$ cat config.mk
export PLATFORM = sky130hd
export DESIGN_NAME = scf_port_flow
export DESIGN_NICKNAME = d
export VERILOG_FILES = /design/src/design/scf_pkg.sv /design/src/design/scf_pause_tmr.sv /design/src/design/scf_port_flow.sv
export SDC_FILE = /design/constraint.sdc
export NUM_CORES = 1
export LEC_CHECK = 0
export ABC_AREA = 1
export BUFFER_PORTS_ARGS = -buffer_cell sky130_fd_sc_hd__buf_4
export CORE_MARGIN = 5
export CORE_UTILIZATION = 50
export DETAILED_ROUTE_END_ITERATION = 10
export PLACE_DENSITY = 0.71
export SYNTH_ARGS = -nofsm -noshare
export SYNTH_HDL_FRONTEND = slang
export SYNTH_SLANG_ARGS = --single-unit
export TNS_END_PERCENT = 10
$ cat constraint.sdc
create_clock -name SYS_CLK_IN -period 6.4 [get_ports SYS_CLK_IN]
set_input_delay 0.32 -clock SYS_CLK_IN [delete_from_list [all_inputs] [get_ports SYS_CLK_IN]]
set_output_delay 0.32 -clock SYS_CLK_IN [all_outputs]
set_load 0.01 [all_outputs]
$ cat src/design/scf_pkg.sv
package scf_pkg;
   // Core clock
   localparam int unsigned CLK_HZ = 50_000_000;
   localparam int unsigned CLK_NS = 20;
   // Frame length limits in bytes
   localparam logic [10:0] LEN_MIN = 11'h040;
   localparam logic [10:0] LEN_STD = 11'h5ee;
   localparam logic [10:0] LEN_LONG = 11'h600;
   localparam logic [10:0] LEN_HUGE = 11'h77c;
   localparam logic [10:0] LEN_VLAN_TAG = 11'h004;
   // Pause quantum is 512 bit times; bit time in ns per speed
   localparam int unsigned QUANTUM_BITS = 512;
   localparam int unsigned BIT_NS_100 = 10;
   localparam int unsigned BIT_NS_10 = 100;
   localparam logic [11:0] QCYC_100 = 12'((QUANTUM_BITS * BIT_NS_100) / CLK_NS);
   localparam logic [11:0] QCYC_10 = 12'((QUANTUM_BITS * BIT_NS_10) / CLK_NS);
   localparam logic [15:0] PAUSE_MAX = 16'hffff;
   localparam logic [15:0] PAUSE_ZERO = 16'h0000;
   // Storm measurement interval
   localparam int unsigned STORM_MS_100 = 50;
   localparam int unsigned STORM_MS_10 = 500;
   localparam int unsigned STORM_CYC_100 = (STORM_MS_100 * 1_000_000) / CLK_NS;
   localparam int unsigned STORM_CYC_10 = (STORM_MS_10 * 1_000_000) / CLK_NS;
   // Back pressure carrier timing
   localparam int unsigned BP_ON_US = 400;
   localparam int unsigned BP_ON_CYC = (BP_ON_US * 1000) / CLK_NS;
   localparam int unsigned BP_SILENT_NS = 960;
   localparam logic [15:0] BP_SILENT_CYC = 16'(BP_SILENT_NS / CLK_NS);
   // Release hysteresis: resources must stay free this long
   localparam int unsigned HYST_US = 10;
   localparam logic [9:0] HYST_CYC = 10'((HYST_US * 1000) / CLK_NS);
   // Register byte addresses
   localparam logic [7:0] ADDR_BACKOFF = 8'h00;
   localparam logic [7:0] ADDR_PORT = 8'h04;
   localparam logic [7:0] ADDR_STORM = 8'h08;
   localparam logic [7:0] ADDR_STATUS = 8'h0c;
   localparam logic [7:0] ADDR_STORM_CNT = 8'h10;
   // Field positions
   localparam int BIT_AGGR = 0;
   localparam int BIT_STORM_EN = 0;
   localparam int BIT_LONG = 1;
   localparam int BIT_HUGE = 2;
   localparam int BIT_NO_EXC = 3;
   localparam int BIT_BP_EN = 5;
   localparam int BIT_HALF = 6;
   localparam int BIT_SPEED100 = 7;
   localparam int BIT_STORM_MC = 16;
   // Reset values
   localparam logic BACKOFF_RST = 1'b0;
   localparam logic [7:0] PORT_RST = 8'h80;
   localparam logic [10:0] STORM_RATE_RST = 11'h04a;
   localparam logic STORM_MC_RST = 1'b0;
   // Drop reasons
   typedef enum logic [2:0] {
      DROP_NONE, DROP_ERR, DROP_SHORT, DROP_LONG, DROP_PAUSE, DROP_LOCAL, DROP_STORM
   } scf_drop_t;
   // Received frame summary, valid for one cycle at frame end
   typedef struct packed {
      logic valid;
      logic [10:0] len;
      logic vlan;
      logic err_framing;
      logic err_fcs;
      logic err_align;
      logic is_pause;
      logic [15:0] pause_time;
      logic local_dst;
      logic bcast;
      logic mcast;
   } scf_rx_desc_t;
endpackage : scf_pkg

$ cat src/design/scf_pause_tmr.sv
`timescale 1ns/10ps
module scf_pause_tmr
(
   input wire logic clk_in,
   input wire logic rst_n_in,
   input wire logic load_in,
   input wire logic [15:0] value_in,
   input wire logic quanta_in,
   output logic [15:0] left_out
);
   import scf_pkg::*;

   // A fresh pause value always replaces what is left, even mid count
   always_ff @(posedge clk_in or negedge rst_n_in)
   begin
      if (!rst_n_in)
         left_out <= PAUSE_ZERO;
      else if (load_in)
         left_out <= value_in;
      else if (quanta_in && left_out != PAUSE_ZERO)
         left_out <= left_out - 16'h0001;
   end
endmodule : scf_pause_tmr

$ cat src/design/scf_port_flow.sv
// Overview of operation
// - Frames shorter than 64 bytes are dropped, never forwarded.
// - A port setting raises the length limit to 1536 bytes.
// - A further setting admits frames up to 1916 bytes.
// - A VLAN tag extends the length limit by the tag bytes.
// - After a received pause, normal transmit waits until the timer expires.
// - A new pause during a running timer reloads it with the new value.
// - While paused only self-generated flow control frames go out.
// - A frame to a busy destination triggers a maximum-time pause frame.
// - When resources free up a zero-time pause frame releases the port.
// - Flow control release uses hysteresis against rapid toggling.
// - A full receive queue flow-controls every port together.
// - Framing, FCS, alignment and size errors are discarded.
// - Received pause frames are consumed locally, not forwarded.
// - Frames whose destination is their own ingress port are dropped.
// - Half-duplex back pressure sends preamble under the same congestion.
// - Forced carrier drops briefly, then returns quickly after a drop.
// - Queued transmit interrupts back pressure; it resumes when queue empties.
// - Collisions under back pressure skip backoff and reassert carrier.
// - Aggressive backoff, no excessive-collision drop, back pressure reset off.
// - One global storm rate, per-port enable, optional multicast counting.
// - Storm counter clears each 50ms (100M) or 500ms (10M) interval.
// - Storm rate limit resets to 0x4A.
//
// The placing of the registers and the APB interface to the registers are this design's own decisions.
`timescale 1ns/10ps
module scf_port_flow
#(
   parameter int unsigned STORM_CYC_100_P = scf_pkg::STORM_CYC_100,
   parameter int unsigned STORM_CYC_10_P = scf_pkg::STORM_CYC_10,
   parameter int unsigned BP_ON_CYC_P = scf_pkg::BP_ON_CYC
)
(
   input wire logic SYS_CLK_IN,
   input wire logic RESET_N_IN,
   input wire logic PSEL_IN,
   input wire logic PENABLE_IN,
   input wire logic PWRITE_IN,
   input wire logic [7:0] PADDR_IN,
   input wire logic [31:0] PWDATA_IN,
   output logic [31:0] PRDATA_OUT,
   output logic PREADY_OUT,
   output logic PSLVERR_OUT,
   input wire scf_pkg::scf_rx_desc_t RX_DESC_IN,
   input wire logic DEST_BUSY_IN,
   input wire logic RXQ_FULL_IN,
   input wire logic TX_REQ_IN,
   input wire logic TX_BUSY_IN,
   input wire logic COLLISION_IN,
   input wire logic PAUSE_ACK_IN,
   output logic RX_ADMIT_OUT,
   output logic RX_DROP_OUT,
   output scf_pkg::scf_drop_t RX_DROP_CODE_OUT,
   output logic TX_GRANT_OUT,
   output logic PAUSE_REQ_OUT,
   output logic [15:0] PAUSE_VAL_OUT,
   output logic FORCE_CRS_OUT,
   output logic BACKOFF_SKIP_OUT,
   output logic AGGR_BACKOFF_OUT,
   output logic NO_EXC_DROP_OUT
);
   import scf_pkg::*;

   typedef enum {BP_IDLE, BP_CARRIER, BP_SILENT, BP_YIELD} scf_bp_state_t;

   logic rst_meta;
   logic rst_n;
   logic aggr_backoff;
   logic [7:0] port_cfg;
   logic [10:0] storm_rate;
   logic storm_mc;
   logic [10:0] storm_cnt;
   logic [31:0] storm_tmr;
   logic storm_tick;
   logic [11:0] q_cnt;
   logic quanta;
   logic [15:0] pause_left;
   logic pause_take;
   scf_drop_t next_code;
   logic storm_class;
   logic fc_active;
   logic fc_q;
   logic [9:0] free_cnt;
   logic fc_trigger;
   logic res_free;
   logic bp_on;
   scf_bp_state_t bp_state;
   scf_bp_state_t next_bp_state;
   logic [15:0] bp_tmr;
   logic [31:0] next_rdata;
   logic addr_ok;
   logic wr_fire;

   // Longest admitted length for the current settings and tag
   function automatic logic [10:0] max_len(input logic long_en, input logic huge_en,
                                           input logic vlan);
      logic [10:0] base;
      base = huge_en ? LEN_HUGE : (long_en ? LEN_LONG : LEN_STD);
      return vlan ? base + LEN_VLAN_TAG : base;
   endfunction : max_len

   // Reset release through two flops; assertion stays asynchronous
   always_ff @(posedge SYS_CLK_IN or negedge RESET_N_IN)
   begin
      if (!RESET_N_IN)
      begin
         rst_meta <= 1'b0;
         rst_n <= 1'b0;
      end
      else
      begin
         rst_meta <= 1'b1;
         rst_n <= rst_meta;
      end
   end

   // APB: one wait-free access phase; read data sampled in the setup cycle, write data in the access cycle
   assign wr_fire = PSEL_IN & PENABLE_IN & PREADY_OUT & PWRITE_IN;
   always_comb
   begin
      next_rdata = 32'h0000_0000;
      addr_ok = 1'b1;
      case (PADDR_IN)
         ADDR_BACKOFF: next_rdata[BIT_AGGR] = aggr_backoff;
         ADDR_PORT: next_rdata[7:0] = port_cfg;
         ADDR_STORM:
         begin
            next_rdata[10:0] = storm_rate;
            next_rdata[BIT_STORM_MC] = storm_mc;
         end
         ADDR_STATUS:
         begin
            next_rdata[0] = fc_active;
            next_rdata[1] = (pause_left != PAUSE_ZERO);
            next_rdata[2] = (bp_state != BP_IDLE);
            next_rdata[31:16] = pause_left;
         end
         ADDR_STORM_CNT: next_rdata[10:0] = storm_cnt;
         default: addr_ok = 1'b0;
      endcase
   end

   always_ff @(posedge SYS_CLK_IN or negedge rst_n)
   begin
      if (!rst_n)
      begin
         PREADY_OUT <= 1'b0;
         PRDATA_OUT <= 32'h0000_0000;
         PSLVERR_OUT <= 1'b0;
      end
      else
      begin
         PREADY_OUT <= PSEL_IN & ~PENABLE_IN;
         PRDATA_OUT <= (PSEL_IN & ~PENABLE_IN & ~PWRITE_IN) ? next_rdata : 32'h0000_0000;
         PSLVERR_OUT <= PSEL_IN & ~PENABLE_IN & ~addr_ok;
      end
   end

   // Writable settings; status registers ignore writes
   always_ff @(posedge SYS_CLK_IN or negedge rst_n)
   begin
      if (!rst_n)
      begin
         aggr_backoff <= BACKOFF_RST;
         port_cfg <= PORT_RST;
         storm_rate <= STORM_RATE_RST;
         storm_mc <= STORM_MC_RST;
      end
      else if (wr_fire)
      begin
         if (PADDR_IN == ADDR_BACKOFF)
            aggr_backoff <= PWDATA_IN[BIT_AGGR];
         if (PADDR_IN == ADDR_PORT)
            port_cfg <= PWDATA_IN[7:0];
         if (PADDR_IN == ADDR_STORM)
         begin
            storm_rate <= PWDATA_IN[10:0];
            storm_mc <= PWDATA_IN[BIT_STORM_MC];
         end
      end
   end

   // Admission decision; errors outrank size, pause, local and storm
   assign storm_class = port_cfg[BIT_STORM_EN] &
                        (RX_DESC_IN.bcast | (RX_DESC_IN.mcast & storm_mc));
   always_comb
   begin
      next_code = DROP_NONE;
      if (RX_DESC_IN.err_framing | RX_DESC_IN.err_fcs | RX_DESC_IN.err_align)
         next_code = DROP_ERR;
      else if (RX_DESC_IN.len < LEN_MIN)
         next_code = DROP_SHORT;
      else if (RX_DESC_IN.len > max_len(port_cfg[BIT_LONG], port_cfg[BIT_HUGE],
                                        RX_DESC_IN.vlan))
         next_code = DROP_LONG;
      else if (RX_DESC_IN.is_pause)
         next_code = DROP_PAUSE;
      else if (RX_DESC_IN.local_dst)
         next_code = DROP_LOCAL;
      else if (storm_class && storm_cnt >= storm_rate)
         next_code = DROP_STORM;
   end

   always_ff @(posedge SYS_CLK_IN or negedge rst_n)
   begin
      if (!rst_n)
      begin
         RX_ADMIT_OUT <= 1'b0;
         RX_DROP_OUT <= 1'b0;
         RX_DROP_CODE_OUT <= DROP_NONE;
      end
      else
      begin
         RX_ADMIT_OUT <= RX_DESC_IN.valid & (next_code == DROP_NONE);
         RX_DROP_OUT <= RX_DESC_IN.valid & (next_code != DROP_NONE);
         RX_DROP_CODE_OUT <= RX_DESC_IN.valid ? next_code : DROP_NONE;
      end
   end

   // Storm interval timer; its length follows the link speed
   assign storm_tick = (storm_tmr == 32'(port_cfg[BIT_SPEED100] ? STORM_CYC_100_P - 1
                                                             : STORM_CYC_10_P - 1));
   always_ff @(posedge SYS_CLK_IN or negedge rst_n)
   begin
      if (!rst_n)
         storm_tmr <= 32'h0000_0000;
      else if (storm_tick)
         storm_tmr <= 32'h0000_0000;
      else
         storm_tmr <= storm_tmr + 32'h0000_0001;
   end

   // Frame counter; a frame landing on the tick counts in the new interval
   always_ff @(posedge SYS_CLK_IN or negedge rst_n)
   begin
      if (!rst_n)
         storm_cnt <= 11'h000;
      else if (storm_tick)
         storm_cnt <= (RX_DESC_IN.valid && storm_class && next_code == DROP_NONE)
                      ? 11'h001 : 11'h000;
      else if (RX_DESC_IN.valid && storm_class && next_code == DROP_NONE)
         storm_cnt <= storm_cnt + 11'h001;
   end

   // Pause quantum divider, 512 bit times at the current speed
   assign quanta = (q_cnt == (port_cfg[BIT_SPEED100] ? QCYC_100 : QCYC_10) - 12'h001);
   always_ff @(posedge SYS_CLK_IN or negedge rst_n)
   begin
      if (!rst_n)
         q_cnt <= 12'h000;
      else if (quanta)
         q_cnt <= 12'h000;
      else
         q_cnt <= q_cnt + 12'h001;
   end

   // Received pause loads the timer and never leaves the port
   assign pause_take = RX_DESC_IN.valid & (next_code == DROP_PAUSE);
   scf_pause_tmr u_pause_tmr
   (
      .clk_in(SYS_CLK_IN),
      .rst_n_in(rst_n),
      .load_in(pause_take),
      .value_in(RX_DESC_IN.pause_time),
      .quanta_in(quanta),
      .left_out(pause_left)
   );

   // Congestion: busy destination on a fresh frame, or a full receive queue
   assign fc_trigger = (RX_DESC_IN.valid & (next_code == DROP_NONE) & DEST_BUSY_IN) |
                       RXQ_FULL_IN;
   assign res_free = ~DEST_BUSY_IN & ~RXQ_FULL_IN;
   // Release only after resources stay free for the whole hold time
   always_ff @(posedge SYS_CLK_IN or negedge rst_n)
   begin
      if (!rst_n)
         free_cnt <= 10'h000;
      else if (!fc_active || !res_free)
         free_cnt <= 10'h000;
      else if (free_cnt != HYST_CYC - 10'h001)
         free_cnt <= free_cnt + 10'h001;
   end

   always_ff @(posedge SYS_CLK_IN or negedge rst_n)
   begin
      if (!rst_n)
      begin
         fc_active <= 1'b0;
         fc_q <= 1'b0;
      end
      else
      begin
         fc_q <= fc_active;
         if (fc_trigger)
            fc_active <= 1'b1;
         else if (res_free && free_cnt == HYST_CYC - 10'h001)
            fc_active <= 1'b0;
      end
   end

   // Pause frame request; a new edge wins over an ack in the same cycle
   always_ff @(posedge SYS_CLK_IN or negedge rst_n)
   begin
      if (!rst_n)
      begin
         PAUSE_REQ_OUT <= 1'b0;
         PAUSE_VAL_OUT <= PAUSE_ZERO;
      end
      else if (!port_cfg[BIT_HALF] && fc_active != fc_q)
      begin
         PAUSE_REQ_OUT <= 1'b1;
         PAUSE_VAL_OUT <= fc_active ? PAUSE_MAX : PAUSE_ZERO;
      end
      else if (PAUSE_ACK_IN)
         PAUSE_REQ_OUT <= 1'b0;
   end

   // Half-duplex back pressure state machine
   assign bp_on = port_cfg[BIT_HALF] & port_cfg[BIT_BP_EN] & fc_active;
   always_comb
   begin
      next_bp_state = bp_state;
      case (bp_state)
         BP_IDLE:
            if (bp_on)
               next_bp_state = BP_CARRIER;
         BP_CARRIER:
            if (TX_REQ_IN)
               next_bp_state = BP_YIELD;
            else if (!COLLISION_IN && bp_tmr >= 16'(BP_ON_CYC_P - 1))
               next_bp_state = BP_SILENT;
         BP_SILENT:
            if (RX_DESC_IN.valid || COLLISION_IN || bp_tmr == BP_SILENT_CYC - 16'h0001)
               next_bp_state = BP_CARRIER;
         BP_YIELD:
            if (!TX_REQ_IN && !TX_BUSY_IN)
               next_bp_state = BP_CARRIER;
         default: next_bp_state = BP_IDLE;
      endcase
      if (!bp_on)
         next_bp_state = BP_IDLE;
   end

   // The carrier timer restarts on every state change
   always_ff @(posedge SYS_CLK_IN or negedge rst_n)
   begin
      if (!rst_n)
      begin
         bp_state <= BP_IDLE;
         bp_tmr <= 16'h0000;
      end
      else
      begin
         bp_state <= next_bp_state;
         bp_tmr <= (next_bp_state != bp_state) ? 16'h0000 : bp_tmr + 16'h0001;
      end
   end

   // Transmit side outputs; pause frames bypass the grant
   always_ff @(posedge SYS_CLK_IN or negedge rst_n)
   begin
      if (!rst_n)
      begin
         TX_GRANT_OUT <= 1'b0;
         FORCE_CRS_OUT <= 1'b0;
         BACKOFF_SKIP_OUT <= 1'b0;
         AGGR_BACKOFF_OUT <= BACKOFF_RST;
         NO_EXC_DROP_OUT <= 1'b0;
      end
      else
      begin
         TX_GRANT_OUT <= (pause_left == PAUSE_ZERO) &
                         (bp_state != BP_CARRIER) & (bp_state != BP_SILENT);
         FORCE_CRS_OUT <= (bp_state == BP_CARRIER);
         BACKOFF_SKIP_OUT <= (bp_state != BP_IDLE);
         AGGR_BACKOFF_OUT <= aggr_backoff;
         NO_EXC_DROP_OUT <= port_cfg[BIT_NO_EXC];
      end
   end

   property p_short;
      @(posedge SYS_CLK_IN) disable iff (!rst_n)
      RX_DESC_IN.valid && RX_DESC_IN.len < LEN_MIN |=> RX_DROP_OUT && !RX_ADMIT_OUT;
   endproperty
   a_short: assert property (p_short) else $error("short frame not dropped");

   property p_long_ok;
      @(posedge SYS_CLK_IN) disable iff (!rst_n)
      RX_DESC_IN.valid && port_cfg[BIT_LONG] && !RX_DESC_IN.vlan && RX_DESC_IN.len == LEN_LONG
      |=> RX_DROP_CODE_OUT != DROP_LONG;
   endproperty
   a_long_ok: assert property (p_long_ok) else $error("1536 frame refused");

   property p_huge;
      @(posedge SYS_CLK_IN) disable iff (!rst_n)
      RX_DESC_IN.valid && port_cfg[BIT_HUGE] && !RX_DESC_IN.vlan
      ##0 (RX_DESC_IN.len == LEN_HUGE + 11'h001 || RX_DESC_IN.len == LEN_HUGE)
      |=> (RX_DROP_CODE_OUT == DROP_LONG) == ($past(RX_DESC_IN.len) == LEN_HUGE + 11'h001 &&
                                             !$past(next_code == DROP_ERR));
   endproperty
   a_huge: assert property (p_huge) else $error("1916 limit wrong");

   property p_vlan;
      @(posedge SYS_CLK_IN) disable iff (!rst_n)
      RX_DESC_IN.valid && RX_DESC_IN.vlan && !port_cfg[BIT_LONG] && !port_cfg[BIT_HUGE] &&
      RX_DESC_IN.len == LEN_STD + LEN_VLAN_TAG |=> RX_DROP_CODE_OUT != DROP_LONG;
   endproperty
   a_vlan: assert property (p_vlan) else $error("tagged frame limit not extended");

   property p_pause_hold;
      @(posedge SYS_CLK_IN) disable iff (!rst_n)
      pause_left != 16'h0000 |=> !TX_GRANT_OUT;
   endproperty
   a_pause_hold: assert property (p_pause_hold) else $error("grant while paused");

   property p_reload;
      @(posedge SYS_CLK_IN) disable iff (!rst_n)
      pause_take |=> pause_left == $past(RX_DESC_IN.pause_time);
   endproperty
   a_reload: assert property (p_reload) else $error("pause timer not reloaded");

   property p_xoff;
      @(posedge SYS_CLK_IN) disable iff (!rst_n)
      $rose(fc_active) && !port_cfg[BIT_HALF] |=> PAUSE_REQ_OUT && PAUSE_VAL_OUT == 16'hffff;
   endproperty
   a_xoff: assert property (p_xoff) else $error("no maximum pause on congestion");

   property p_xon;
      @(posedge SYS_CLK_IN) disable iff (!rst_n)
      $fell(fc_active) && !port_cfg[BIT_HALF] |=> PAUSE_REQ_OUT && PAUSE_VAL_OUT == 16'h0000;
   endproperty
   a_xon: assert property (p_xon) else $error("no zero pause on release");

   property p_hyst;
      @(posedge SYS_CLK_IN) disable iff (!rst_n)
      $fell(fc_active) |-> $past(res_free, 2) && $past(free_cnt) == HYST_CYC - 10'h001;
   endproperty
   a_hyst: assert property (p_hyst) else $error("release without hold time");

   property p_rxq;
      @(posedge SYS_CLK_IN) disable iff (!rst_n)
      RXQ_FULL_IN |=> fc_active;
   endproperty
   a_rxq: assert property (p_rxq) else $error("full queue not flow controlled");

   property p_err;
      @(posedge SYS_CLK_IN) disable iff (!rst_n)
      RX_DESC_IN.valid && (RX_DESC_IN.err_fcs || RX_DESC_IN.err_align || RX_DESC_IN.err_framing)
      |=> RX_DROP_CODE_OUT == DROP_ERR && !RX_ADMIT_OUT;
   endproperty
   a_err: assert property (p_err) else $error("error frame admitted");

   property p_local;
      @(posedge SYS_CLK_IN) disable iff (!rst_n)
      RX_DESC_IN.valid && RX_DESC_IN.local_dst |=> !RX_ADMIT_OUT;
   endproperty
   a_local: assert property (p_local) else $error("local frame forwarded");

   property p_bp_crs;
      @(posedge SYS_CLK_IN) disable iff (!rst_n)
      bp_state == BP_CARRIER ##1 bp_on |-> FORCE_CRS_OUT ##1 (bp_state != BP_IDLE);
   endproperty
   a_bp_crs: assert property (p_bp_crs) else $error("carrier not forced");

   property p_silent;
      @(posedge SYS_CLK_IN) disable iff (!rst_n)
      bp_state == BP_SILENT && bp_on && (RX_DESC_IN.valid || COLLISION_IN)
      |=> bp_state == BP_CARRIER ##1 FORCE_CRS_OUT;
   endproperty
   a_silent: assert property (p_silent) else $error("carrier not reasserted");

   property p_yield;
      @(posedge SYS_CLK_IN) disable iff (!rst_n)
      bp_state == BP_CARRIER && bp_on && TX_REQ_IN |=> bp_state == BP_YIELD;
   endproperty
   a_yield: assert property (p_yield) else $error("queued frame kept waiting");

   property p_storm;
      @(posedge SYS_CLK_IN) disable iff (!rst_n)
      storm_tick |=> storm_cnt <= 11'h001;
   endproperty
   a_storm: assert property (p_storm) else $error("storm counter not cleared");
endmodule : scf_port_flow

==> flow_results.xml, run 1 <==
<?xml version="1.0" encoding="UTF-8"?>
<metrics>
  <group name="floorplan">
    <metric name="floorplan.die.width" unit="microns">157</metric>
    <metric name="coreArea" unit="sq mm">0.0212</metric>
    <metric name="io_pins" unit="">148</metric>
    <metric name="die_h" unit="microns">157</metric>
    <metric name="effective_utilization_at_floorplan" unit="">0.510</metric>
    <metric name="std_cell_rows" unit="">53</metric>
    <metric name="die-area" unit="sq mm">0.0246</metric>
  </group>
  <group name="power_and_ir_drop">
    <metric name="power_density" unit="mW/mm^2">201</metric>
    <metric name="ir_drop" unit="mV">0.167</metric>
    <metric name="p_leak" unit="nW">6.06</metric>
    <metric name="total_power" unit="W">0.00250</metric>
  </group>
  <group name="setup_path">
    <metric name="crit_path_top_delay_cell" unit="">sky130_fd_sc_hd__dfstp_2</metric>
    <metric name="regToRegSetupSlack" unit="ns">3.48</metric>
    <metric name="critPathTopFamily" unit="">simple AND/OR/NAND/NOR gates</metric>
    <metric name="cp_data_arrival_time" unit="ns">3.24</metric>
    <metric name="critical_path_peak_fanout" unit="">25</metric>
    <metric name="timing_worst_setup_path_type" unit="">reg -&gt; reg</metric>
    <metric name="critical_path.endpoint_type" unit="">flop</metric>
    <metric name="rr_endpoint" unit="">storm_tmr[16]</metric>
    <metric name="cp.buffers_inverters" unit="">3</metric>
    <metric name="timing.reg2reg.worst_path_depth" unit="">9</metric>
    <metric name="start_kind" unit="">flop</metric>
    <metric name="worst_r2r_startpoint" unit="">port_cfg[7]</metric>
    <metric name="worst_path_most_repeated_cell" unit="">sky130_fd_sc_hd__inv_2</metric>
    <metric name="required" unit="ns">6.72</metric>
    <metric name="worstPathCellList" unit="">inv_2, o21ai_1, nand2_1, nor4_1, nand3_1, nor2_1, inv_2, o211ai_1, inv_1</metric>
    <metric name="timing.critical_path.slowest_cell_delay" unit="ns">0.89</metric>
  </group>
  <group name="timing">
    <metric name="grt_setup_unrepaired" unit="">no</metric>
    <metric name="fmax" unit="MHz">342</metric>
    <metric name="final.min_clock_period" unit="ns">2.92</metric>
    <metric name="finClkSkew" unit="ns">0.0124</metric>
    <metric name="slew_at_the_pin_closest_to_its_max_slew_limit" unit="ns">0.992</metric>
    <metric name="timing.final.setup_violations" unit="">0</metric>
    <metric name="max-slew-margin-rel" unit="">0.336</metric>
    <metric name="post-route-period-util" unit="">0.456</metric>
    <metric name="hold_violations" unit="">0</metric>
    <metric name="totalNegativeSetupSlack" unit="ns">0</metric>
    <metric name="drv_slew" unit="">0</metric>
  </group>
  <group name="clock_tree">
    <metric name="number_of_clock_sinks" unit="">195</metric>
    <metric name="clock_tree_from_tritoncts" unit="">done</metric>
    <metric name="cts.htree.levels" unit="">4</metric>
    <metric name="post_cts_resize_count" unit="">0</metric>
    <metric name="clock_insertion_delay_worst_skew" unit="ns">0.44</metric>
    <metric name="cts_max_path_bufs" unit="">2</metric>
    <metric name="clk_pin_slew_worst_paths" unit="ns">0.08</metric>
    <metric name="cts_root_buffer" unit="">sky130_fd_sc_hd__clkbuf_16</metric>
    <metric name="cts_inserted_buffers" unit="">17</metric>
  </group>
  <group name="detailed_routing">
    <metric name="detail_route.vias_per_cell" unit="">5.16</metric>
    <metric name="drt_pre_antenna_iters" unit="">5</metric>
    <metric name="routedWlPerCell" unit="microns">14.3</metric>
    <metric name="drc" unit="">0</metric>
    <metric name="drtIter0Drc" unit="">709</metric>
    <metric name="postRouteAntennaNets" unit="">0</metric>
    <metric name="route.final.wire_length" unit="mm">24.9</metric>
    <metric name="route.vias.total" unit="">8990</metric>
  </group>
  <group name="run">
    <metric name="max_cap_viol_count" unit="">0</metric>
  </group>
  <group name="yosys">
    <metric name="postSynth.asyncResetShare" unit="">1.00</metric>
    <metric name="synth_top_cell_area_share" unit="">0.443</metric>
    <metric name="mappedNetlistArea" unit="sq mm">0.0108</metric>
    <metric name="synth_cell_type_count" unit="">55</metric>
    <metric name="synth_seq_area_share" unit="">0.452</metric>
    <metric name="synth.avg_cell_area" unit="sq um">8.17</metric>
    <metric name="synth_largest_area_cell" unit="">sky130_fd_sc_hd__dfrtp_1</metric>
    <metric name="synthCells" unit="">1322</metric>
    <metric name="synth.most_common_cell" unit="">sky130_fd_sc_hd__nand2_1</metric>
    <metric name="postSynth.topFlopCell" unit="">sky130_fd_sc_hd__dfrtp_1</metric>
    <metric name="synth_warnings" unit="">0</metric>
    <metric name="synth.cells.most_frequent" unit="">sky130_fd_sc_hd__nand2_1, sky130_fd_sc_hd__dfrtp_1, sky130_fd_sc_hd__inv_1</metric>
    <metric name="synth-edff-count" unit="">0</metric>
    <metric name="largest_cells_by_area_after_synthesis" unit="">sky130_fd_sc_hd__dfrtp_1, sky130_fd_sc_hd__nand2_1, sky130_fd_sc_hd__inv_1</metric>
    <metric name="ys_ff_latch" unit="">195</metric>
  </group>
  <group name="worst_hold_path">
    <metric name="hp-start" unit="">PENABLE_IN</metric>
    <metric name="hp-class" unit="">in -&gt; reg</metric>
    <metric name="whs_path_depth" unit="">2</metric>
    <metric name="worstHoldEndpoint" unit="">PSLVERR_OUT</metric>
  </group>
  <group name="cells_and_area">
    <metric name="area_delta_synth_final" unit="%">15.2</metric>
    <metric name="antenna_cells" unit="">0</metric>
    <metric name="nets" unit="">1570</metric>
    <metric name="layout-drive-gt1-share" unit="">0.182</metric>
  </group>
  <group name="placed_design">
    <metric name="globalplace.congestion" unit="">0.900</metric>
    <metric name="portBuffers" unit="">122</metric>
    <metric name="post-dp-hpwl" unit="mm">18.7</metric>
  </group>
  <group name="global_route">
    <metric name="grt_start_max_net_pins" unit="">76</metric>
    <metric name="antenna_violations_before_repair" unit="">1</metric>
    <metric name="first_global_vias" unit="">8383</metric>
    <metric name="global_route.overflow_total" unit="">0</metric>
    <metric name="grt_pass1_wl" unit="mm">40.7</metric>
    <metric name="grtUsageTotal" unit="">0.205</metric>
  </group>
  <group name="status">
    <metric name="status" unit="">completed</metric>
  </group>
</metrics>
[registers in the layout, summed over array words and instances, names as in the netlist, 3 cells and up]
name / count
bp_state: 32
storm_tmr: 32
PRDATA_OUT: 27
bp_tmr: 16
u_pause_tmr.left_out: 16
q_cnt: 12
storm_cnt: 11
storm_rate: 11
free_cnt: 10
port_cfg: 8
RX_DROP_CODE_OUT: 3
[area by class of cell]
cell class,count,area [sq um]
clock buffers,18,439
clock inverters,14,134
fillers,1874,8710
inverters,200,753
multi-input cells,916,4940
flip-flops and latches,195,4890
well taps,275,344
repair buffers,125,941
[power by group]
group          switching (W)  total (W)  internal (W)
clock network       0.000515    0.00105      0.000531
registers          0.0000233    0.00128       0.00125
logic              0.0000972   0.000176     0.0000784
[worst max-delay path by stage]
stage                      startpoint               end  slack (ns)  depth (start not counted)
after floorplan                 rst_n  AGGR_BACKOFF_OUT        0.57                          0
after global placement    port_cfg[7]     storm_tmr[16]        3.52                          9
after detailed placement  port_cfg[7]     storm_tmr[16]        3.51                          9
after CTS                 port_cfg[7]     storm_tmr[11]        3.49                          9
after global routing      port_cfg[2]     storm_cnt[10]        3.09                         19
final                     port_cfg[7]     storm_tmr[16]        3.48                          9
[routing by layer]
metal  wire (microns)  GRT usage
met5               20          0
met3             1860     0.0388
met1            10900      0.285
met4              398     0.0529
met2            11600      0.332
[repair_timing]
| item | CTS | global route |
|---|---|---|
| endpoints found under the hold margin | 2 | 0 |
| hold buffers | 1 | 0 |
| setup buffers | 0 | 0 |
[cell families (layout without fill, tap and decap cells)]
family                   Yosys count  after routing  synth area share
flip-flops                       195            195             0.452
AO/OA/AOI/OAI                    122            122            0.0640
XOR/XNOR                          55             55            0.0446
other                              2             37          0.000695
adder cells (fa/ha/maj)           28             28            0.0324
multiplexers                       1              1           0.00104
AND/OR/NAND/NOR                  673            673             0.303
buffers and inverters            246            357             0.102
[placed cells by master (no fill, tap or decap), types with 5 or more instances in the layout]
cell type                     n
sky130_fd_sc_hd__clkbuf_16   17
sky130_fd_sc_hd__nand2_2     22
sky130_fd_sc_hd__a31oi_1      7
sky130_fd_sc_hd__inv_1      175
sky130_fd_sc_hd__nand3_1     80
sky130_fd_sc_hd__xor2_1      42
sky130_fd_sc_hd__nor2_4      15
sky130_fd_sc_hd__dfrtp_1    190
sky130_fd_sc_hd__a21oi_1     39
sky130_fd_sc_hd__nor4_1      13
sky130_fd_sc_hd__nor2_2      15
sky130_fd_sc_hd__o21ai_0     32
sky130_fd_sc_hd__nor3_1      49
sky130_fd_sc_hd__o21ai_1     20
sky130_fd_sc_hd__nand4_1     37
sky130_fd_sc_hd__nand3_2     19
sky130_fd_sc_hd__ha_1        28
sky130_fd_sc_hd__clkinv_1     5
sky130_fd_sc_hd__inv_8        5
sky130_fd_sc_hd__inv_2       19
sky130_fd_sc_hd__nor2_1     151
sky130_fd_sc_hd__nand2_1    252
sky130_fd_sc_hd__xnor2_1     13
sky130_fd_sc_hd__buf_4      124
sky130_fd_sc_hd__inv_6        6
sky130_fd_sc_hd__conb_1      37
[metrics by stage]
step           setup slack (ns)  cells   util  hold slack, ns  area [sq um]
6_report                   3.48   1743  0.588          0.0572         12400
5_1_grt                    3.09   1743  0.588          0.0528         12400
4_1_cts                    3.49   1743  0.588          0.0444         12400
3_5_place_dp               3.51   1710  0.561           0.103         11900
3_3_place_gp               3.52   1710  0.561           0.103         11900
2_1_floorplan             0.571   1357      -          0.0244         10900
No activity file was read; power rests on OpenSTA's default activity.
==> inputs of run 2 (changes only) <==
==> constraint.sdc (replaced) <==
create_clock -name SYS_CLK_IN -period 2.95 [get_ports SYS_CLK_IN]
set_input_delay 0.1475 -clock SYS_CLK_IN [delete_from_list [all_inputs] [get_ports SYS_CLK_IN]]
set_output_delay 0.1475 -clock SYS_CLK_IN [all_outputs]
set_load 0.01 [all_outputs]
==> flow_results.xml, run 2 (synthesis results as in run 1) <==
<?xml version="1.0" encoding="UTF-8"?>
<metrics>
  <group name="worst_hold_path">
    <metric name="hp-class" unit="">in -&gt; async</metric>
  </group>
  <group name="detailed_routing">
    <metric name="detail_route.vias_per_cell" unit="">5.07</metric>
    <metric name="postRouteAntennaNets" unit="">0</metric>
    <metric name="route.final.wire_length" unit="mm">25.7</metric>
    <metric name="drtIter0Drc" unit="">702</metric>
    <metric name="drt_pre_antenna_iters" unit="">6</metric>
    <metric name="routedWlPerCell" unit="microns">14.4</metric>
    <metric name="drc" unit="">0</metric>
    <metric name="route.vias.total" unit="">9060</metric>
  </group>
  <group name="floorplan">
    <metric name="die_h" unit="microns">157</metric>
    <metric name="effective_utilization_at_floorplan" unit="">0.510</metric>
    <metric name="floorplan.die.width" unit="microns">157</metric>
    <metric name="coreArea" unit="sq mm">0.0212</metric>
    <metric name="die-area" unit="sq mm">0.0246</metric>
    <metric name="io_pins" unit="">148</metric>
    <metric name="std_cell_rows" unit="">53</metric>
  </group>
  <group name="timing">
    <metric name="drv_slew" unit="">0</metric>
    <metric name="final.min_clock_period" unit="ns">2.72</metric>
    <metric name="slew_at_the_pin_closest_to_its_max_slew_limit" unit="ns">0.815</metric>
    <metric name="grt_setup_unrepaired" unit="">yes</metric>
    <metric name="finClkSkew" unit="ns">0.00923</metric>
    <metric name="post-route-period-util" unit="">0.923</metric>
    <metric name="worst_path_setup_slack_after_routing" unit="ns">0.227</metric>
    <metric name="max-slew-margin-rel" unit="">0.455</metric>
    <metric name="timing.final.setup_violations" unit="">0</metric>
    <metric name="hold_violations" unit="">0</metric>
    <metric name="fmax" unit="MHz">367</metric>
  </group>
  <group name="global_route">
    <metric name="grt_most_used_layer" unit="">met2</metric>
    <metric name="grt_pass1_wl" unit="mm">41.9</metric>
    <metric name="global_routing_usage_on_met3" unit="">0.0313</metric>
    <metric name="first_global_vias" unit="">8652</metric>
    <metric name="grt.met1_usage" unit="">0.284</metric>
    <metric name="grt_start_max_net_pins" unit="">54</metric>
    <metric name="met2_usage" unit="">0.357</metric>
    <metric name="global_route.overflow_total" unit="">0</metric>
    <metric name="grtUsageTotal" unit="">0.211</metric>
    <metric name="antenna_violations_before_repair" unit="">0</metric>
  </group>
  <group name="setup_path">
    <metric name="worstPathCellList" unit="">inv_2, nand2_1, ha_1, ha_1, clkinv_1, nor3_1, nand3_1, nand2_1, inv_2, nand2_1, nand2_1, nand2_2, nand2_2, nor2_8, nand2_8, or2_0, nand2_1, inv_1</metric>
    <metric name="timing_worst_setup_path_type" unit="">reg -&gt; reg</metric>
    <metric name="required" unit="ns">3.29</metric>
    <metric name="cp.buffers_inverters" unit="">4</metric>
    <metric name="critical_path.endpoint_type" unit="">flop</metric>
    <metric name="start_kind" unit="">flop</metric>
    <metric name="critical_path_peak_fanout" unit="">33</metric>
    <metric name="timing.critical_path.slowest_cell_delay" unit="ns">0.44</metric>
    <metric name="critPathTopFamily" unit="">simple AND/OR/NAND/NOR gates</metric>
    <metric name="crit_path_top_delay_cell" unit="">sky130_fd_sc_hd__dfrtp_1</metric>
    <metric name="worst_path_most_repeated_cell" unit="">sky130_fd_sc_hd__nand2_1</metric>
    <metric name="cp_data_arrival_time" unit="ns">3.06</metric>
  </group>
  <group name="clock_tree">
    <metric name="cts_root_buffer" unit="">sky130_fd_sc_hd__clkbuf_16</metric>
    <metric name="clock_tree_from_tritoncts" unit="">done</metric>
    <metric name="clk_pin_slew_worst_paths" unit="ns">0.08</metric>
    <metric name="number_of_clock_sinks" unit="">195</metric>
    <metric name="clock_insertion_delay_worst_skew" unit="ns">0.44</metric>
    <metric name="cts_inserted_buffers" unit="">17</metric>
    <metric name="cts_max_path_bufs" unit="">2</metric>
    <metric name="cts.htree.levels" unit="">4</metric>
    <metric name="postCtsSetupBuffers" unit="">0</metric>
  </group>
  <group name="placed_design">
    <metric name="post-dp-hpwl" unit="mm">19.4</metric>
    <metric name="globalplace.congestion" unit="">0.919</metric>
    <metric name="post-place-ws" unit="ns">0.154</metric>
    <metric name="placed_cell_count" unit="">1726</metric>
    <metric name="portBuffers" unit="">122</metric>
  </group>
  <group name="power_and_ir_drop">
    <metric name="power_density" unit="mW/mm^2">428</metric>
    <metric name="ir_drop" unit="mV">0.413</metric>
    <metric name="p_leak" unit="nW">6.26</metric>
  </group>
  <group name="run">
    <metric name="max_cap_viol_count" unit="">0</metric>
  </group>
  <group name="cells_and_area">
    <metric name="antenna_cells" unit="">0</metric>
    <metric name="instances_no_fill" unit="">1788</metric>
    <metric name="layout-drive-gt1-share" unit="">0.188</metric>
    <metric name="final_common_cell" unit="">sky130_fd_sc_hd__nand2_1</metric>
    <metric name="layout_common_cells" unit="">sky130_fd_sc_hd__nand2_1, sky130_fd_sc_hd__dfrtp_1, sky130_fd_sc_hd__inv_1</metric>
    <metric name="biggest_registers_after_layout" unit="">bp_state: 32 flops, storm_tmr: 32 flops, PRDATA_OUT: 27 flops</metric>
    <metric name="area_delta_synth_final" unit="%">19.8</metric>
    <metric name="nets" unit="">1615</metric>
  </group>
  <group name="status">
    <metric name="status" unit="">completed</metric>
  </group>
</metrics>
## run 2: metal layers
layer / wire (microns) / vias up
li1: - / 4546
met2: 12300 / 273
met4: 503 / 0
met1: 11200 / 4202
met5: 0 / -
met3: 1730 / 39
## run 2: final cells by class
type,count,area [sq um]
clock inverter,14,163
fill,1822,8220
multi-input combinational,916,4980
sequential,195,4890
tap,275,344
inverter,200,756
timing repair buffer,170,1380
clock buffer,18,429
## run 2: final timing paths
| kind | cells past startpoint | slack (ns) | to | startpoint |
|---|---|---|---|---|
| setup reg to reg | 18 | 0.23 | u_pause_tmr.left_out[9] | port_cfg[2] |
| hold / removal | 2 | 0.009 | rst_n | RESET_N_IN |
| min in group SYS_CLK_IN | 3 | 0.01 | aggr_backoff | PWDATA_IN[0] |
| max in group asynchronous | 1 | 1.74 | q_cnt[10] | rst_n |
| setup / recovery | 18 | 0.23 | u_pause_tmr.left_out[9] | port_cfg[2] |
| hold reg to reg | 0 | 0.35 | rst_n | rst_meta |
## run 2: what timing repair did
action                     in CTS  in global routing
hold buffers                   30                  0
hold endpoints to repair       33                  0
resized for setup               0                  8
setup endpoints to repair       0                 27
## run 2: metrics by stage
step,hold WS (ns),cell area [sq um],util,setup TNS [ns],total power (W)
after floorplan,-0.148,10900,-,0,0.00306
after global placement,-0.0689,12000,0.568,0,0.00321
after detailed placement,-0.0688,12000,0.568,0,0.00322
after CTS,0.000439,12900,0.610,0,0.00557
after global routing,0.0176,12900,0.611,-0.0185,0.00574
final,0.00889,12900,0.611,0,0.00553
## run 2: report_power, final
part           switching (W)  leakage (nW)  internal (W)  total (W)
Sequential         0.0000515          2.49       0.00272    0.00277
Combinational       0.000225          3.49      0.000203   0.000428
Clock                0.00112         0.288       0.00121    0.00234
Total                0.00140          6.26       0.00413    0.00553
==> inputs of run 3 (changes only) <==
==> constraint.sdc (replaced) <==
create_clock -name SYS_CLK_IN -period 2.55 [get_ports SYS_CLK_IN]
set_input_delay 0.1275 -clock SYS_CLK_IN [delete_from_list [all_inputs] [get_ports SYS_CLK_IN]]
set_output_delay 0.1275 -clock SYS_CLK_IN [all_outputs]
set_load 0.01 [all_outputs]
==> flow_results.xml, run 3 (synthesis results as in run 1) <==
<?xml version="1.0" encoding="UTF-8"?>
<metrics>
  <group name="clock_tree">
    <metric name="number_of_clock_sinks" unit="">195</metric>
    <metric name="cts_root_buffer" unit="">sky130_fd_sc_hd__clkbuf_16</metric>
    <metric name="clock_tree_from_tritoncts" unit="">done</metric>
    <metric name="clk_pin_slew_worst_paths" unit="ns">0.07</metric>
    <metric name="clock_insertion_delay_worst_skew" unit="ns">0.44</metric>
    <metric name="cts.htree.levels" unit="">4</metric>
    <metric name="cts_max_path_bufs" unit="">2</metric>
    <metric name="cts_inserted_buffers" unit="">17</metric>
  </group>
  <group name="cells_and_area">
    <metric name="final_common_cell" unit="">sky130_fd_sc_hd__nand2_1</metric>
    <metric name="layout-drive-gt1-share" unit="">0.205</metric>
    <metric name="layout_common_cells" unit="">sky130_fd_sc_hd__nand2_1, sky130_fd_sc_hd__dfrtp_1, sky130_fd_sc_hd__inv_1</metric>
    <metric name="final_core_util" unit="">0.626</metric>
    <metric name="biggest_registers_after_layout" unit="">bp_state: 32 flops, storm_tmr: 32 flops, PRDATA_OUT: 27 flops</metric>
    <metric name="filler_cell_count" unit="">1782</metric>
    <metric name="area_delta_synth_final" unit="%">22.7</metric>
    <metric name="antenna_cells" unit="">0</metric>
    <metric name="nets" unit="">1642</metric>
  </group>
  <group name="status">
    <metric name="status" unit="">completed</metric>
  </group>
  <group name="power_and_ir_drop">
    <metric name="ir_drop" unit="mV">0.455</metric>
    <metric name="power_density" unit="mW/mm^2">482</metric>
    <metric name="p_leak" unit="nW">6.43</metric>
  </group>
  <group name="timing">
    <metric name="max-slew-margin-rel" unit="">0.540</metric>
    <metric name="grt_setup_unrepaired" unit="">yes</metric>
    <metric name="post-route-period-util" unit="">0.967</metric>
    <metric name="final.min_clock_period" unit="ns">2.47</metric>
    <metric name="hold_violations" unit="">0</metric>
    <metric name="slew_at_the_pin_closest_to_its_max_slew_limit" unit="ns">0.689</metric>
    <metric name="whs" unit="ns">0.0206</metric>
    <metric name="finClkSkew" unit="ns">0.0151</metric>
    <metric name="fmax" unit="MHz">406</metric>
    <metric name="totalNegativeSetupSlack" unit="ns">0</metric>
    <metric name="timing.final.setup_violations" unit="">0</metric>
    <metric name="drv_slew" unit="">0</metric>
  </group>
  <group name="floorplan">
    <metric name="die-area" unit="sq mm">0.0246</metric>
    <metric name="effective_utilization_at_floorplan" unit="">0.510</metric>
    <metric name="die_h" unit="microns">157</metric>
    <metric name="floorplan.die.width" unit="microns">157</metric>
    <metric name="coreArea" unit="sq mm">0.0212</metric>
    <metric name="std_cell_rows" unit="">53</metric>
    <metric name="io_pins" unit="">148</metric>
  </group>
  <group name="setup_path">
    <metric name="cp_data_arrival_time" unit="ns">2.78</metric>
    <metric name="critical_path.endpoint_type" unit="">flop</metric>
    <metric name="crit_path_top_delay_cell" unit="">sky130_fd_sc_hd__dfrtp_1</metric>
    <metric name="critical_path_peak_fanout" unit="">5</metric>
    <metric name="timing_worst_setup_path_type" unit="">reg -&gt; reg</metric>
    <metric name="timing.critical_path.slowest_cell_delay" unit="ns">0.40</metric>
    <metric name="required" unit="ns">2.87</metric>
    <metric name="setup.worst_path.start" unit="">port_cfg[2]</metric>
    <metric name="worst_r2r_startpoint" unit="">port_cfg[2]</metric>
    <metric name="start_kind" unit="">flop</metric>
    <metric name="cp.buffers_inverters" unit="">3</metric>
    <metric name="critPathTopFamily" unit="">simple AND/OR/NAND/NOR gates</metric>
    <metric name="worstPathCellList" unit="">inv_2, nand2_4, ha_4, ha_1, clkinv_1, nor2_1, o21ai_1, nand3b_1, a21boi_2, nand2_2, nor2_8, nand3_4, buf_6, nand3_1, nand2_1</metric>
  </group>
  <group name="detailed_routing">
    <metric name="route.final.wire_length" unit="mm">26.2</metric>
    <metric name="drtIter0Drc" unit="">667</metric>
    <metric name="drt_pre_antenna_iters" unit="">5</metric>
    <metric name="drc" unit="">0</metric>
    <metric name="detail_route.vias_per_cell" unit="">5.08</metric>
    <metric name="routedWlPerCell" unit="microns">14.4</metric>
    <metric name="route.vias.total" unit="">9222</metric>
    <metric name="postRouteAntennaNets" unit="">0</metric>
  </group>
  <group name="global_route">
    <metric name="grt_pass1_wl" unit="mm">43.0</metric>
    <metric name="grt_start_max_net_pins" unit="">121</metric>
    <metric name="first_global_vias" unit="">8822</metric>
    <metric name="grtUsageTotal" unit="">0.216</metric>
    <metric name="global_route.overflow_total" unit="">0</metric>
    <metric name="antenna_violations_before_repair" unit="">1</metric>
  </group>
  <group name="worst_hold_path">
    <metric name="hp-class" unit="">in -&gt; reg</metric>
    <metric name="hp-start" unit="">PWDATA_IN[2]</metric>
  </group>
  <group name="run">
    <metric name="max_cap_viol_count" unit="">0</metric>
  </group>
  <group name="placed_design">
    <metric name="globalplace.congestion" unit="">0.908</metric>
    <metric name="post-dp-hpwl" unit="mm">19.6</metric>
    <metric name="portBuffers" unit="">122</metric>
  </group>
</metrics>
[run 3: cell count changes in the layout (fill, tap and decap cells not counted), sizes merged]
cell	previous run	this run
nand2	276	277
clkinv	9	11
buf	140	161
dlygate4sd3	30	35
inv	203	201
[run 3: worst register-to-register path, delay by kind of cell, from the launching register on]
family / cells / cell delay, ns
buffers and inverters: 3 / 0.33
DFF: 1 / 0.40
adders and majority gates: 2 / 0.48
and+or+nand+nor: 8 / 0.85
AOI/OAI and AO/OA: 2 / 0.31
[run 3: path summary, 6_finish.rpt]
| path | endpoint | slack, ns | cells past startpoint |
|---|---|---|---|
| worst max-delay path | storm_cnt[9] | 0.08 | 15 |
| worst min-delay path | port_cfg[2] | 0.02 | 3 |
| worst max register to register | storm_cnt[9] | 0.08 | 15 |
| worst min register to register | rst_n | 0.35 | 0 |
| max in group asynchronous | storm_tmr[19] | 1.58 | 1 |
| min in group asynchronous | bp_tmr[0] | 0.36 | 1 |
[run 3: where the power goes]
part	leakage, nW	total [W]	switching [W]	internal (W)
sequential	2.49	0.00319	0.0000425	0.00314
combinational	3.66	0.000528	0.000285	0.000244
clock	0.289	0.00267	0.00127	0.00140
[run 3: metrics by stage]
step	power, W	area (sq um)	cells	setup WS (ns)
after CTS	0.00644	13100	1808	0.00945
after global routing	0.00664	13200	1815	-0.0888
after global placement	0.00371	12100	1740	0.0509
final	0.00639	13200	1815	0.0845
after detailed placement	0.00372	12100	1740	-0.0533
after floorplan	0.00354	10900	1357	0.203
[run 3: final cells by class]
| class | instances | area [sq um] | area share |
|---|---|---|---|
| Timing Repair Buffer | 196 | 1620 | 0.122 |
| Inverter | 200 | 753 | 0.0569 |
| Clock buffer | 18 | 429 | 0.0324 |
| Clock inverter | 14 | 165 | 0.0125 |
| Sequential cell | 195 | 4890 | 0.369 |
| Multi-Input combinational cell | 917 | 5050 | 0.381 |
| Tap cell | 275 | 344 | 0.0260 |
[run 3: what timing repair did]
item / in CTS / in global routing
setup buffers: 1 / 6
gates cloned: 0 / 1
hold buffers: 35 / 0
pin swaps: 3 / 7
endpoints found under the hold margin: 39 / 0
endpoints found under the setup margin: 16 / 29
resized for setup: 6 / 21
[run 3: routing by layer]
layer  up-vias  track usage  part of all wire
li1       4587            -                 -
met4         2       0.0525             0.013
met5         -            0           0.00076
met2       277        0.365              0.48
met1      4326        0.290              0.44
met3        30       0.0399             0.070
